`config.mk`:
```
export PLATFORM = sky130hd
export DESIGN_NAME = irxf_top
export DESIGN_NICKNAME = d
export VERILOG_FILES = /design/src/rtl/irxf_pkg.sv /design/src/rtl/irxf_ctx_filter.sv /design/src/rtl/irxf_top.sv
export SDC_FILE = /design/constraint.sdc
export NUM_CORES = 1
export LEC_CHECK = 0
export ABC_AREA = 1
export BUFFER_PORTS_ARGS = -buffer_cell sky130_fd_sc_hd__buf_2
export CAP_MARGIN = 20
export CORE_MARGIN = 5
export CORE_UTILIZATION = 50
export CTS_BUF_LIST = sky130_fd_sc_hd__clkbuf_4
export DETAILED_ROUTE_END_ITERATION = 10
export MAX_ROUTING_LAYER = met4
export PLACE_DENSITY = 0.75
export SETUP_SLACK_MARGIN = 0.2
export SYNTH_ARGS = -nofsm -noshare
export SYNTH_HDL_FRONTEND = slang
export SYNTH_SLANG_ARGS = --single-unit
export TNS_END_PERCENT = 100
```
`constraint.sdc`:
```
create_clock -name clk_sys -period 2.5 [get_ports clk_sys]
set_clock_uncertainty 0.05 [all_clocks]
set_input_delay 0.125 -clock clk_sys [delete_from_list [all_inputs] [get_ports clk_sys]]
set_output_delay 0.125 -clock clk_sys [all_outputs]
set_load 0.01 [all_outputs]
```
`src/rtl/irxf_pkg.sv`:
```
package irxf_pkg;
  // ***************************
  // register map
  // ***************************
  localparam int          IRXF_NUM_CTX       = 4;
  localparam logic [15:0] IRXF_PTR_OFFSET    = 16'h040C;
  localparam logic [15:0] IRXF_MATCH_OFFSET  = 16'h410C;
  localparam logic [15:0] IRXF_CTX_STRIDE    = 16'h0020;
  localparam logic [31:0] IRXF_PTR_RESET     = 32'h0000_0000;
  localparam logic [31:0] IRXF_MATCH_RESET   = 32'h0000_0000;
  // writable bits of the match register, 27 and 7 held at zero
  localparam logic [31:0] IRXF_MATCH_WMASK   = 32'hF7FF_F77F | 32'h0000_0800;
  // ***************************
  // match register fields
  // ***************************
  localparam int          IRXF_TAG_EN_LO     = 28;
  localparam int          IRXF_RSVD_HI_BIT   = 27;
  localparam int          IRXF_CYCLE_HI      = 26;
  localparam int          IRXF_CYCLE_LO      = 12;
  localparam int          IRXF_SYNC_HI       = 11;
  localparam int          IRXF_SYNC_LO       = 8;
  localparam int          IRXF_RSVD_LO_BIT   = 7;
  localparam int          IRXF_GATE_BIT      = 6;
  localparam int          IRXF_CHAN_HI       = 5;
  // ***************************
  // codes
  // ***************************
  localparam logic [1:0]  IRXF_TAG_01        = 2'h1;
  localparam logic [1:0]  IRXF_WAIT_SYNC     = 2'h3;
  localparam logic [1:0]  IRXF_GATE_SYNC_TOP = 2'h0;

  typedef enum logic [2:0] {
    IRXF_IDLE      = 3'h1,
    IRXF_WAIT_CYC  = 3'h2,
    IRXF_RECEIVING = 3'h4
  } irxf_state_e;
endpackage

```
`src/rtl/irxf_ctx_filter.sv`:
```
module irxf_ctx_filter
  import irxf_pkg::*;
(
  input  wire logic        clk_sys,
  input  wire logic        rst,
  input  wire logic [31:0] match_word,
  input  wire logic        run,
  input  wire logic        start_on_cycle_enable,
  input  wire logic [1:0]  wait_sel,
  input  wire logic [1:0]  bus_seconds_count,
  input  wire logic [12:0] bus_cycle_index,
  input  wire logic [5:0]  pkt_channel,
  input  wire logic [1:0]  pkt_tag,
  input  wire logic [3:0]  pkt_sync,
  output      logic        accept,
  output      logic        receiving
);
  // ***************************
  // start control
  // ***************************
  irxf_state_e state_reg;
  logic [14:0] now_cycle;
  logic        cycle_hit;

  assign now_cycle = {bus_seconds_count, bus_cycle_index};
  assign cycle_hit = now_cycle == match_word[IRXF_CYCLE_HI:IRXF_CYCLE_LO];

  always_ff @(posedge clk_sys)
  begin
    if (rst || !run)
      state_reg <= IRXF_IDLE;
    else
      case (state_reg)
        IRXF_IDLE:
          state_reg <= start_on_cycle_enable ? IRXF_WAIT_CYC : IRXF_RECEIVING;
        IRXF_WAIT_CYC:
          if (cycle_hit)
            state_reg <= IRXF_RECEIVING;
        default:
          state_reg <= IRXF_RECEIVING;
      endcase
  end

  assign receiving = state_reg[2];

  // ***************************
  // packet match
  // ***************************
  logic tag_ok;
  logic gate_ok;
  logic sync_ok;

  assign tag_ok  = match_word[IRXF_TAG_EN_LO + 32'(pkt_tag)];
  // gate only narrows tag 01b; other tags pass on their enable alone
  assign gate_ok = !(match_word[IRXF_GATE_BIT] && pkt_tag == IRXF_TAG_01)
                   || pkt_sync[3:2] == IRXF_GATE_SYNC_TOP;
  assign sync_ok = wait_sel != IRXF_WAIT_SYNC
                   || pkt_sync == match_word[IRXF_SYNC_HI:IRXF_SYNC_LO];
  assign accept  = receiving && tag_ok && gate_ok && sync_ok
                   && pkt_channel == match_word[IRXF_CHAN_HI:0];

  AST_CYCLE_START: assert property (@(posedge clk_sys) disable iff (rst)
    state_reg == IRXF_WAIT_CYC && run && cycle_hit |=> receiving)
    else $error("context did not start on matching cycle");
  AST_CYCLE_HOLD: assert property (@(posedge clk_sys) disable iff (rst)
    start_on_cycle_enable && run && !receiving && !cycle_hit ##1 run && !cycle_hit |=> !receiving)
    else $error("context started before matching cycle");
endmodule // irxf_ctx_filter

```
`src/rtl/irxf_top.sv`:
```
// What this block does
// - readable first-descriptor pointer, fetched on run
// - four contexts, registers every 32 bytes
// - tag enables bits 31..28 accept tags
// - match bits 27 and 7 read zero
// - start cycle is seconds[1:0] plus cycle
// - start-on-cycle holds reception until cycle matches
// - sync field must match when wait is 11b
// - gate passes tag 01b only sync top 00b
// - other tags filtered by enable bits only
// - six-bit channel selects accepted channel
// - run bit owned by software, not hardware
module irxf_top
  import irxf_pkg::*;
#(
  parameter int NUM_CTX = IRXF_NUM_CTX
)
(
  input  wire logic                 clk_sys,
  input  wire logic                 rst,
  input  wire logic [15:0]          reg_addr,
  input  wire logic                 reg_wr,
  input  wire logic [31:0]          reg_wdata,
  input  wire logic                 reg_rd,
  output      logic [31:0]          reg_rdata,
  output      logic                 reg_rd_valid,
  input  wire logic [NUM_CTX-1:0]   ctx_run,
  input  wire logic [NUM_CTX-1:0]   start_on_cycle_enable,
  input  wire logic [2*NUM_CTX-1:0] ctx_wait_sel,
  input  wire logic [NUM_CTX-1:0]   ptr_load,
  input  wire logic [31:0]          ptr_value,
  input  wire logic [1:0]           bus_seconds_count,
  input  wire logic [12:0]          bus_cycle_index,
  input  wire logic                 pkt_valid,
  input  wire logic [5:0]           pkt_channel,
  input  wire logic [1:0]           pkt_tag,
  input  wire logic [3:0]           pkt_sync,
  output      logic [NUM_CTX-1:0]   pkt_accept,
  output      logic                 pkt_accept_valid,
  output      logic [NUM_CTX-1:0]   ctx_receiving,
  output      logic [NUM_CTX-1:0]   fetch_start,
  output      logic [31:0]          fetch_addr
);
  // ***************************
  // register storage
  // ***************************
  logic [31:0]        ptr_reg   [NUM_CTX];
  logic [31:0]        match_reg [NUM_CTX];
  logic [NUM_CTX-1:0] run_prev_reg;
  logic [NUM_CTX-1:0] accept_now;
  logic [NUM_CTX-1:0] recv_now;

  always_ff @(posedge clk_sys)
  begin
    for (int n = 0; n < NUM_CTX; n++)
    begin
      if (rst)
        match_reg[n] <= IRXF_MATCH_RESET;
      else if (reg_wr && reg_addr == IRXF_MATCH_OFFSET + 16'(n) * IRXF_CTX_STRIDE)
        match_reg[n] <= reg_wdata & IRXF_MATCH_WMASK;
    end
  end

  // pointer is read-only to software; the descriptor engine loads it
  always_ff @(posedge clk_sys)
  begin
    for (int n = 0; n < NUM_CTX; n++)
    begin
      if (rst)
        ptr_reg[n] <= IRXF_PTR_RESET;
      else if (ptr_load[n])
        ptr_reg[n] <= ptr_value;
    end
  end

  // ***************************
  // register read
  // ***************************
  always_ff @(posedge clk_sys)
  begin
    if (rst)
    begin
      reg_rdata    <= 32'h0000_0000;
      reg_rd_valid <= 1'b0;
    end
    else
    begin
      reg_rd_valid <= reg_rd;
      reg_rdata    <= 32'h0000_0000;
      for (int n = 0; n < NUM_CTX; n++)
      begin
        if (reg_rd && reg_addr == IRXF_PTR_OFFSET + 16'(n) * IRXF_CTX_STRIDE)
          reg_rdata <= ptr_reg[n];
        else if (reg_rd && reg_addr == IRXF_MATCH_OFFSET + 16'(n) * IRXF_CTX_STRIDE)
          reg_rdata <= match_reg[n] & IRXF_MATCH_WMASK;
      end
    end
  end

  // ***************************
  // descriptor fetch start
  // ***************************
  // run is only watched here, never changed
  always_ff @(posedge clk_sys)
  begin
    if (rst)
    begin
      run_prev_reg <= '0;
      fetch_start  <= '0;
      fetch_addr   <= 32'h0000_0000;
    end
    else
    begin
      run_prev_reg <= ctx_run;
      fetch_start  <= ctx_run & ~run_prev_reg;
      // lowest context wins when several start together
      for (int n = NUM_CTX - 1; n >= 0; n--)
      begin
        if (ctx_run[n] && !run_prev_reg[n])
          fetch_addr <= ptr_reg[n];
      end
    end
  end

  // ***************************
  // per-context filters
  // ***************************
  genvar g;
  generate
    for (g = 0; g < NUM_CTX; g++)
    begin : g_ctx
      irxf_ctx_filter u_filter (
        .clk_sys               (clk_sys),
        .rst                   (rst),
        .match_word            (match_reg[g]),
        .run                   (ctx_run[g]),
        .start_on_cycle_enable (start_on_cycle_enable[g]),
        .wait_sel              (ctx_wait_sel[2*g+1:2*g]),
        .bus_seconds_count     (bus_seconds_count),
        .bus_cycle_index       (bus_cycle_index),
        .pkt_channel           (pkt_channel),
        .pkt_tag               (pkt_tag),
        .pkt_sync              (pkt_sync),
        .accept                (accept_now[g]),
        .receiving             (recv_now[g])
      );
    end
  endgenerate

  always_ff @(posedge clk_sys)
  begin
    if (rst)
    begin
      pkt_accept       <= '0;
      pkt_accept_valid <= 1'b0;
      ctx_receiving    <= '0;
    end
    else
    begin
      pkt_accept       <= pkt_valid ? accept_now : '0;
      pkt_accept_valid <= pkt_valid;
      ctx_receiving    <= recv_now;
    end
  end

  // ***************************
  // checks on context 0; pointer read on context 1, reserved bits and idle accept on every context
  // ***************************
  AST_RSVD_ZERO: assert property (@(posedge clk_sys) disable iff (rst)
    reg_rd && reg_addr[15:8] == IRXF_MATCH_OFFSET[15:8]
    |=> reg_rdata[IRXF_RSVD_HI_BIT] == 1'b0 && reg_rdata[IRXF_RSVD_LO_BIT] == 1'b0)
    else $error("reserved match bit read as one");
  AST_PTR_READ: assert property (@(posedge clk_sys) disable iff (rst)
    reg_rd && reg_addr == IRXF_PTR_OFFSET + IRXF_CTX_STRIDE |=> reg_rdata == $past(ptr_reg[1]))
    else $error("pointer read of context 1 wrong");
  AST_FETCH_ON_RUN: assert property (@(posedge clk_sys) disable iff (rst)
    ctx_run[0] && !run_prev_reg[0] && ptr_load == '0 |=> fetch_start[0] ##1 !fetch_start[0])
    else $error("fetch start not a single pulse on run");
  AST_CHANNEL: assert property (@(posedge clk_sys) disable iff (rst)
    pkt_valid && pkt_channel != match_reg[0][IRXF_CHAN_HI:0] |=> !pkt_accept[0])
    else $error("packet on other channel accepted");
  AST_TAG_EN: assert property (@(posedge clk_sys) disable iff (rst)
    pkt_valid && !match_reg[0][IRXF_TAG_EN_LO + 32'(pkt_tag)] |=> !pkt_accept[0])
    else $error("disabled tag accepted");
  AST_GATE: assert property (@(posedge clk_sys) disable iff (rst)
    pkt_valid && pkt_tag == IRXF_TAG_01 && match_reg[0][IRXF_GATE_BIT] && pkt_sync[3:2] != 2'h0
    |=> !pkt_accept[0])
    else $error("gated tag 01b packet accepted");
  AST_SYNC_WAIT: assert property (@(posedge clk_sys) disable iff (rst)
    pkt_valid && ctx_wait_sel[1:0] == IRXF_WAIT_SYNC
    && pkt_sync != match_reg[0][IRXF_SYNC_HI:IRXF_SYNC_LO] |=> !pkt_accept[0])
    else $error("sync mismatch accepted");
  AST_OTHER_TAG: assert property (@(posedge clk_sys) disable iff (rst)
    pkt_valid && recv_now[0] && pkt_tag != IRXF_TAG_01 && match_reg[0][IRXF_TAG_EN_LO + 32'(pkt_tag)]
    && pkt_channel == match_reg[0][IRXF_CHAN_HI:0] && ctx_wait_sel[1:0] != IRXF_WAIT_SYNC
    |=> pkt_accept[0])
    else $error("enabled packet rejected");
  AST_NOT_RUN: assert property (@(posedge clk_sys) disable iff (rst)
    !ctx_run[0] ##1 pkt_valid |=> !pkt_accept[0] && !ctx_receiving[0])
    else $error("stopped context accepted packet");
  AST_PTR_RO: assert property (@(posedge clk_sys) disable iff (rst)
    reg_wr && reg_addr == IRXF_PTR_OFFSET && ptr_load == '0 |=> $stable(ptr_reg[0]))
    else $error("software write changed pointer");
  AST_FETCH_ADDR: assert property (@(posedge clk_sys) disable iff (rst)
    ctx_run[0] && !run_prev_reg[0] |=> fetch_addr == $past(ptr_reg[0]))
    else $error("fetch address not pointer of started context");
  AST_MATCH_WRITE: assert property (@(posedge clk_sys) disable iff (rst)
    reg_wr && reg_addr == IRXF_MATCH_OFFSET
    |=> match_reg[0][31:28] == $past(reg_wdata[31:28]) && !match_reg[0][IRXF_RSVD_HI_BIT]
        && !match_reg[0][IRXF_RSVD_LO_BIT])
    else $error("match write stored wrongly");
  AST_GATE_PASS: assert property (@(posedge clk_sys) disable iff (rst)
    pkt_valid && recv_now[0] && pkt_tag == IRXF_TAG_01 && match_reg[0][IRXF_TAG_EN_LO + 1]
    && match_reg[0][IRXF_GATE_BIT] && pkt_sync[3:2] == IRXF_GATE_SYNC_TOP
    && pkt_channel == match_reg[0][IRXF_CHAN_HI:0] && ctx_wait_sel[1:0] != IRXF_WAIT_SYNC
    |=> pkt_accept[0])
    else $error("gated tag 01b packet with sync top 00b rejected");
  AST_IDLE_ZERO: assert property (@(posedge clk_sys) disable iff (rst)
    !pkt_valid |=> pkt_accept == '0 && !pkt_accept_valid)
    else $error("accept shown without packet");
  AST_RUN_RECV: assert property (@(posedge clk_sys) disable iff (rst)
    !ctx_run[0] ##1 ctx_run[0] && !start_on_cycle_enable[0] |=> recv_now[0])
    else $error("context without start cycle did not start");
endmodule // irxf_top

```
==> results.ini <==
[floorplanning]
die_x_um=195
die_h_um=195
start_util_pct=50.7
io_pins=210
design.core.area_um2=33600
dieArea_um2=37900
fp-row-count=67

[place]
dp_hpwl_mm=39.2
place.gp.congestion=0.946
portBuffers=207

[power_and_ir_drop]
power_frac_comb_pct=10.5
leakage_uw=0.00920
power_frac_seq_pct=50.6
internal_power_uw=9690
switchingPower_uw=3470
pwr-share-clk_pct=38.9
power.density_nw_per_um2=624
peakVddDrop_mv=0.431
switching_share_pct=26.4

[cells_and_area]
multiInputGateArea_um2=6140
drive_above_1_share_pct=18.9
area_delta_synth_final_pct=23.7
layout_common_cells=328 x nand2_1, 307 x nor2_1, 272 x inv_1, 248 x edfxtp_1, 207 x buf_2
fillers=2872
nNetsFinal=2473
final_common_cell=nand2_1
seq_area_um2=9330
largest_reg_flops=128
final_core_util_pct=62.7

[setup_path]
start_kind=register
critical_path_required_ns=3.10
worstPathArrival_ns=2.86
rr_endpoint=pkt_accept[3]
end_kind=register
crit_type=register to register
r2r_slack_ns=0.24
reg2reg_depth=5
worst-path-max-fanout=2
crit-reg2reg-launch=match_reg[3][8]

[yosys]
synthDistinctLibCells=39
yosysSeqAreaShare_pct=54.7
synthFlopType=edfxtp_1
synth_edf_count=248
syn_avg_cell_area_um2=8.54
async_flop_share_pct=0
syn-num-nets=2129
synth_area_um2=17100
yosys_warnings=0
synth-seq-cells=342
synthCells=1997

[drt]
drt-met1-wl_mm=20.5
wl_mm=58.0
wl_met3_mm=5.00
firstDrtPassIters=6
via_per_inst=5.57
final_antenna_net_count=0
drtIter0Drc=1809
drcViolationCount=0
vias=16000
wl_per_cell_um=20.2
wl_met2_mm=29.1
top_layer=met4

[timing]
finalSetupTns_ns=0
setup_violations=0
period_share_pct=90.6
rsz0062_at_grt=no
timing.slew.headroom_pct=53.2
max_freq_mhz=442
worst_pin_slew_ns=0.702
report.final.hold_viol_count=0
fin_crit_ns=2.26
slew_viol_final=0

[global_routing]
antenna_found_initial=4
first_global_vias=15900
grt_use_total_pct=30.7
grt_overflow_total=0
grt_pass1_wl_mm=88.5
grt_start_max_net_pins=66

[cts]
cts_made_buffers=91
h-tree-depth=3
worstSkewPairLatency_ns=0.77
cts_tree=done
path_clk_slew_ns=0.07
clock_path_buffers=3
cts_sinks=342
clockRootBuffer=clkbuf_4

[flow_run]
max_cap_violations=0

[min_path]
whs_path_depth=6
hold_end=match_reg[1][28]
hold_path_startpoint=reg_wr
hold_path_class=input pin to register

[outcome]
status=completed

## synth_stat cells, types with 2 or more instances
cell         n  area, um2
a211oi_1    24        180
a21oi_1    112        561
a221oi_1     5       43.8
a41oi_1      7       61.3
buf_1        5       18.8
buf_2       38        190
buf_4        5       37.5
buf_6        3       33.8
clkbuf_1    80        300
clkinv_1     2       7.51
dfxtp_1     94       1880
edfxtp_1   248       7450
inv_1      272       1020
inv_2        6       22.5
nand2_1    328       1230
nand3_1    102        510
nand3_2      2       20.0
nand4_1     93        582
nor2_1     309       1160
nor2_2       6       37.5
nor2_4       2       22.5
nor3_1      30        150
nor3_4       3       48.8
nor4_1       8       50.1
o2111ai_1    3       26.3
o21ai_0     75        375
o21ai_1     31        155
o22ai_1     10       62.6
or2_2        4       25.0
xnor2_1     67        587
xor2_1      15        131
## power groups by stage
stage	clock network (uW)	logic, uW	registers (uW)
finish	5120	1380	6660
global route	5490	1500	6680
CTS	5190	1350	6650
detailed placement	0	1210	6780
global placement	0	1180	6770
floorplan	0	673	6720
## how the worst max path moves through the flow
stage	startpoint	endpoint	slack, ns	depth (start not counted)
after floorplan	reg_addr[1]	match_reg[1][0]	0.48	7
after global placement	reg_addr[6]	reg_rdata[28]	0.33	11
after detailed placement	reg_addr[6]	reg_rdata[8]	0.27	11
after CTS	rst	ptr_reg[3][28]	0.23	7
after global routing	match_reg[3][8]	pkt_accept[3]	0.21	5
final	match_reg[3][8]	pkt_accept[3]	0.24	5
## worst max-delay path: stages, from the launching register on
cell           delay (ns)
edfxtp_1             0.50
xnor2_1              0.19
a41oi_2              0.23
dlygate4sd3_1        0.60
nor2_1               0.05
dlygate4sd3_1        0.54
## layer usage
layer | vias up | GRT usage (%)
met2 | 999 | 51.9
met5 | - | -
met3 | 203 | 4.43
met1 | 7454 | 35.6
li1 | 7342 | -
met4 | 0 | 16.4
## repair_timing
| item | CTS | global route |
|---|---|---|
| setup buffers | 0 | 3 |
| endpoints found under the setup margin | 0 | 2 |
| hold endpoints to repair | 411 | 0 |
| hold buffers | 118 | 0 |
| gates resized for setup | 0 | 5 |
## cells by family after synthesis
kind of cell | after synthesis | share of synthesized area, %
compound gates | 272 | 8.85
buf+inv | 411 | 9.57
xor+xnor | 82 | 4.21
flops | 342 | 54.7
simple gates | 890 | 22.7
## final cells by class
cell class / count / share of cell area (%)
Antenna cell: 4 / 0.0475
Clock buffer: 150 / 5.34
Clock inverter: 20 / 0.486
Inverter: 280 / 5.00
Multi-Input combinational cell: 1244 / 29.1
Sequential cell: 342 / 44.2
Tap cell: 448 / 2.66
Timing Repair Buffer: 382 / 13.1
## stage by stage
stage | hold WS (ns) | cell area (um2) | setup slack [ns] | instances | total power [uW]
final | 0.0502 | 21100 | 0.236 | 2870 | 13200
after CTS | 0.00787 | 21000 | 0.225 | 2863 | 13200
after detailed placement | 0.335 | 18600 | 0.272 | 2575 | 7990
after floorplan | 0.156 | 17100 | 0.485 | 1997 | 7390
after global routing | 0.0279 | 21100 | 0.208 | 2870 | 13700
after global placement | 0.328 | 18600 | 0.331 | 2575 | 7950
No activity file was read; power rests on OpenSTA's default activity.
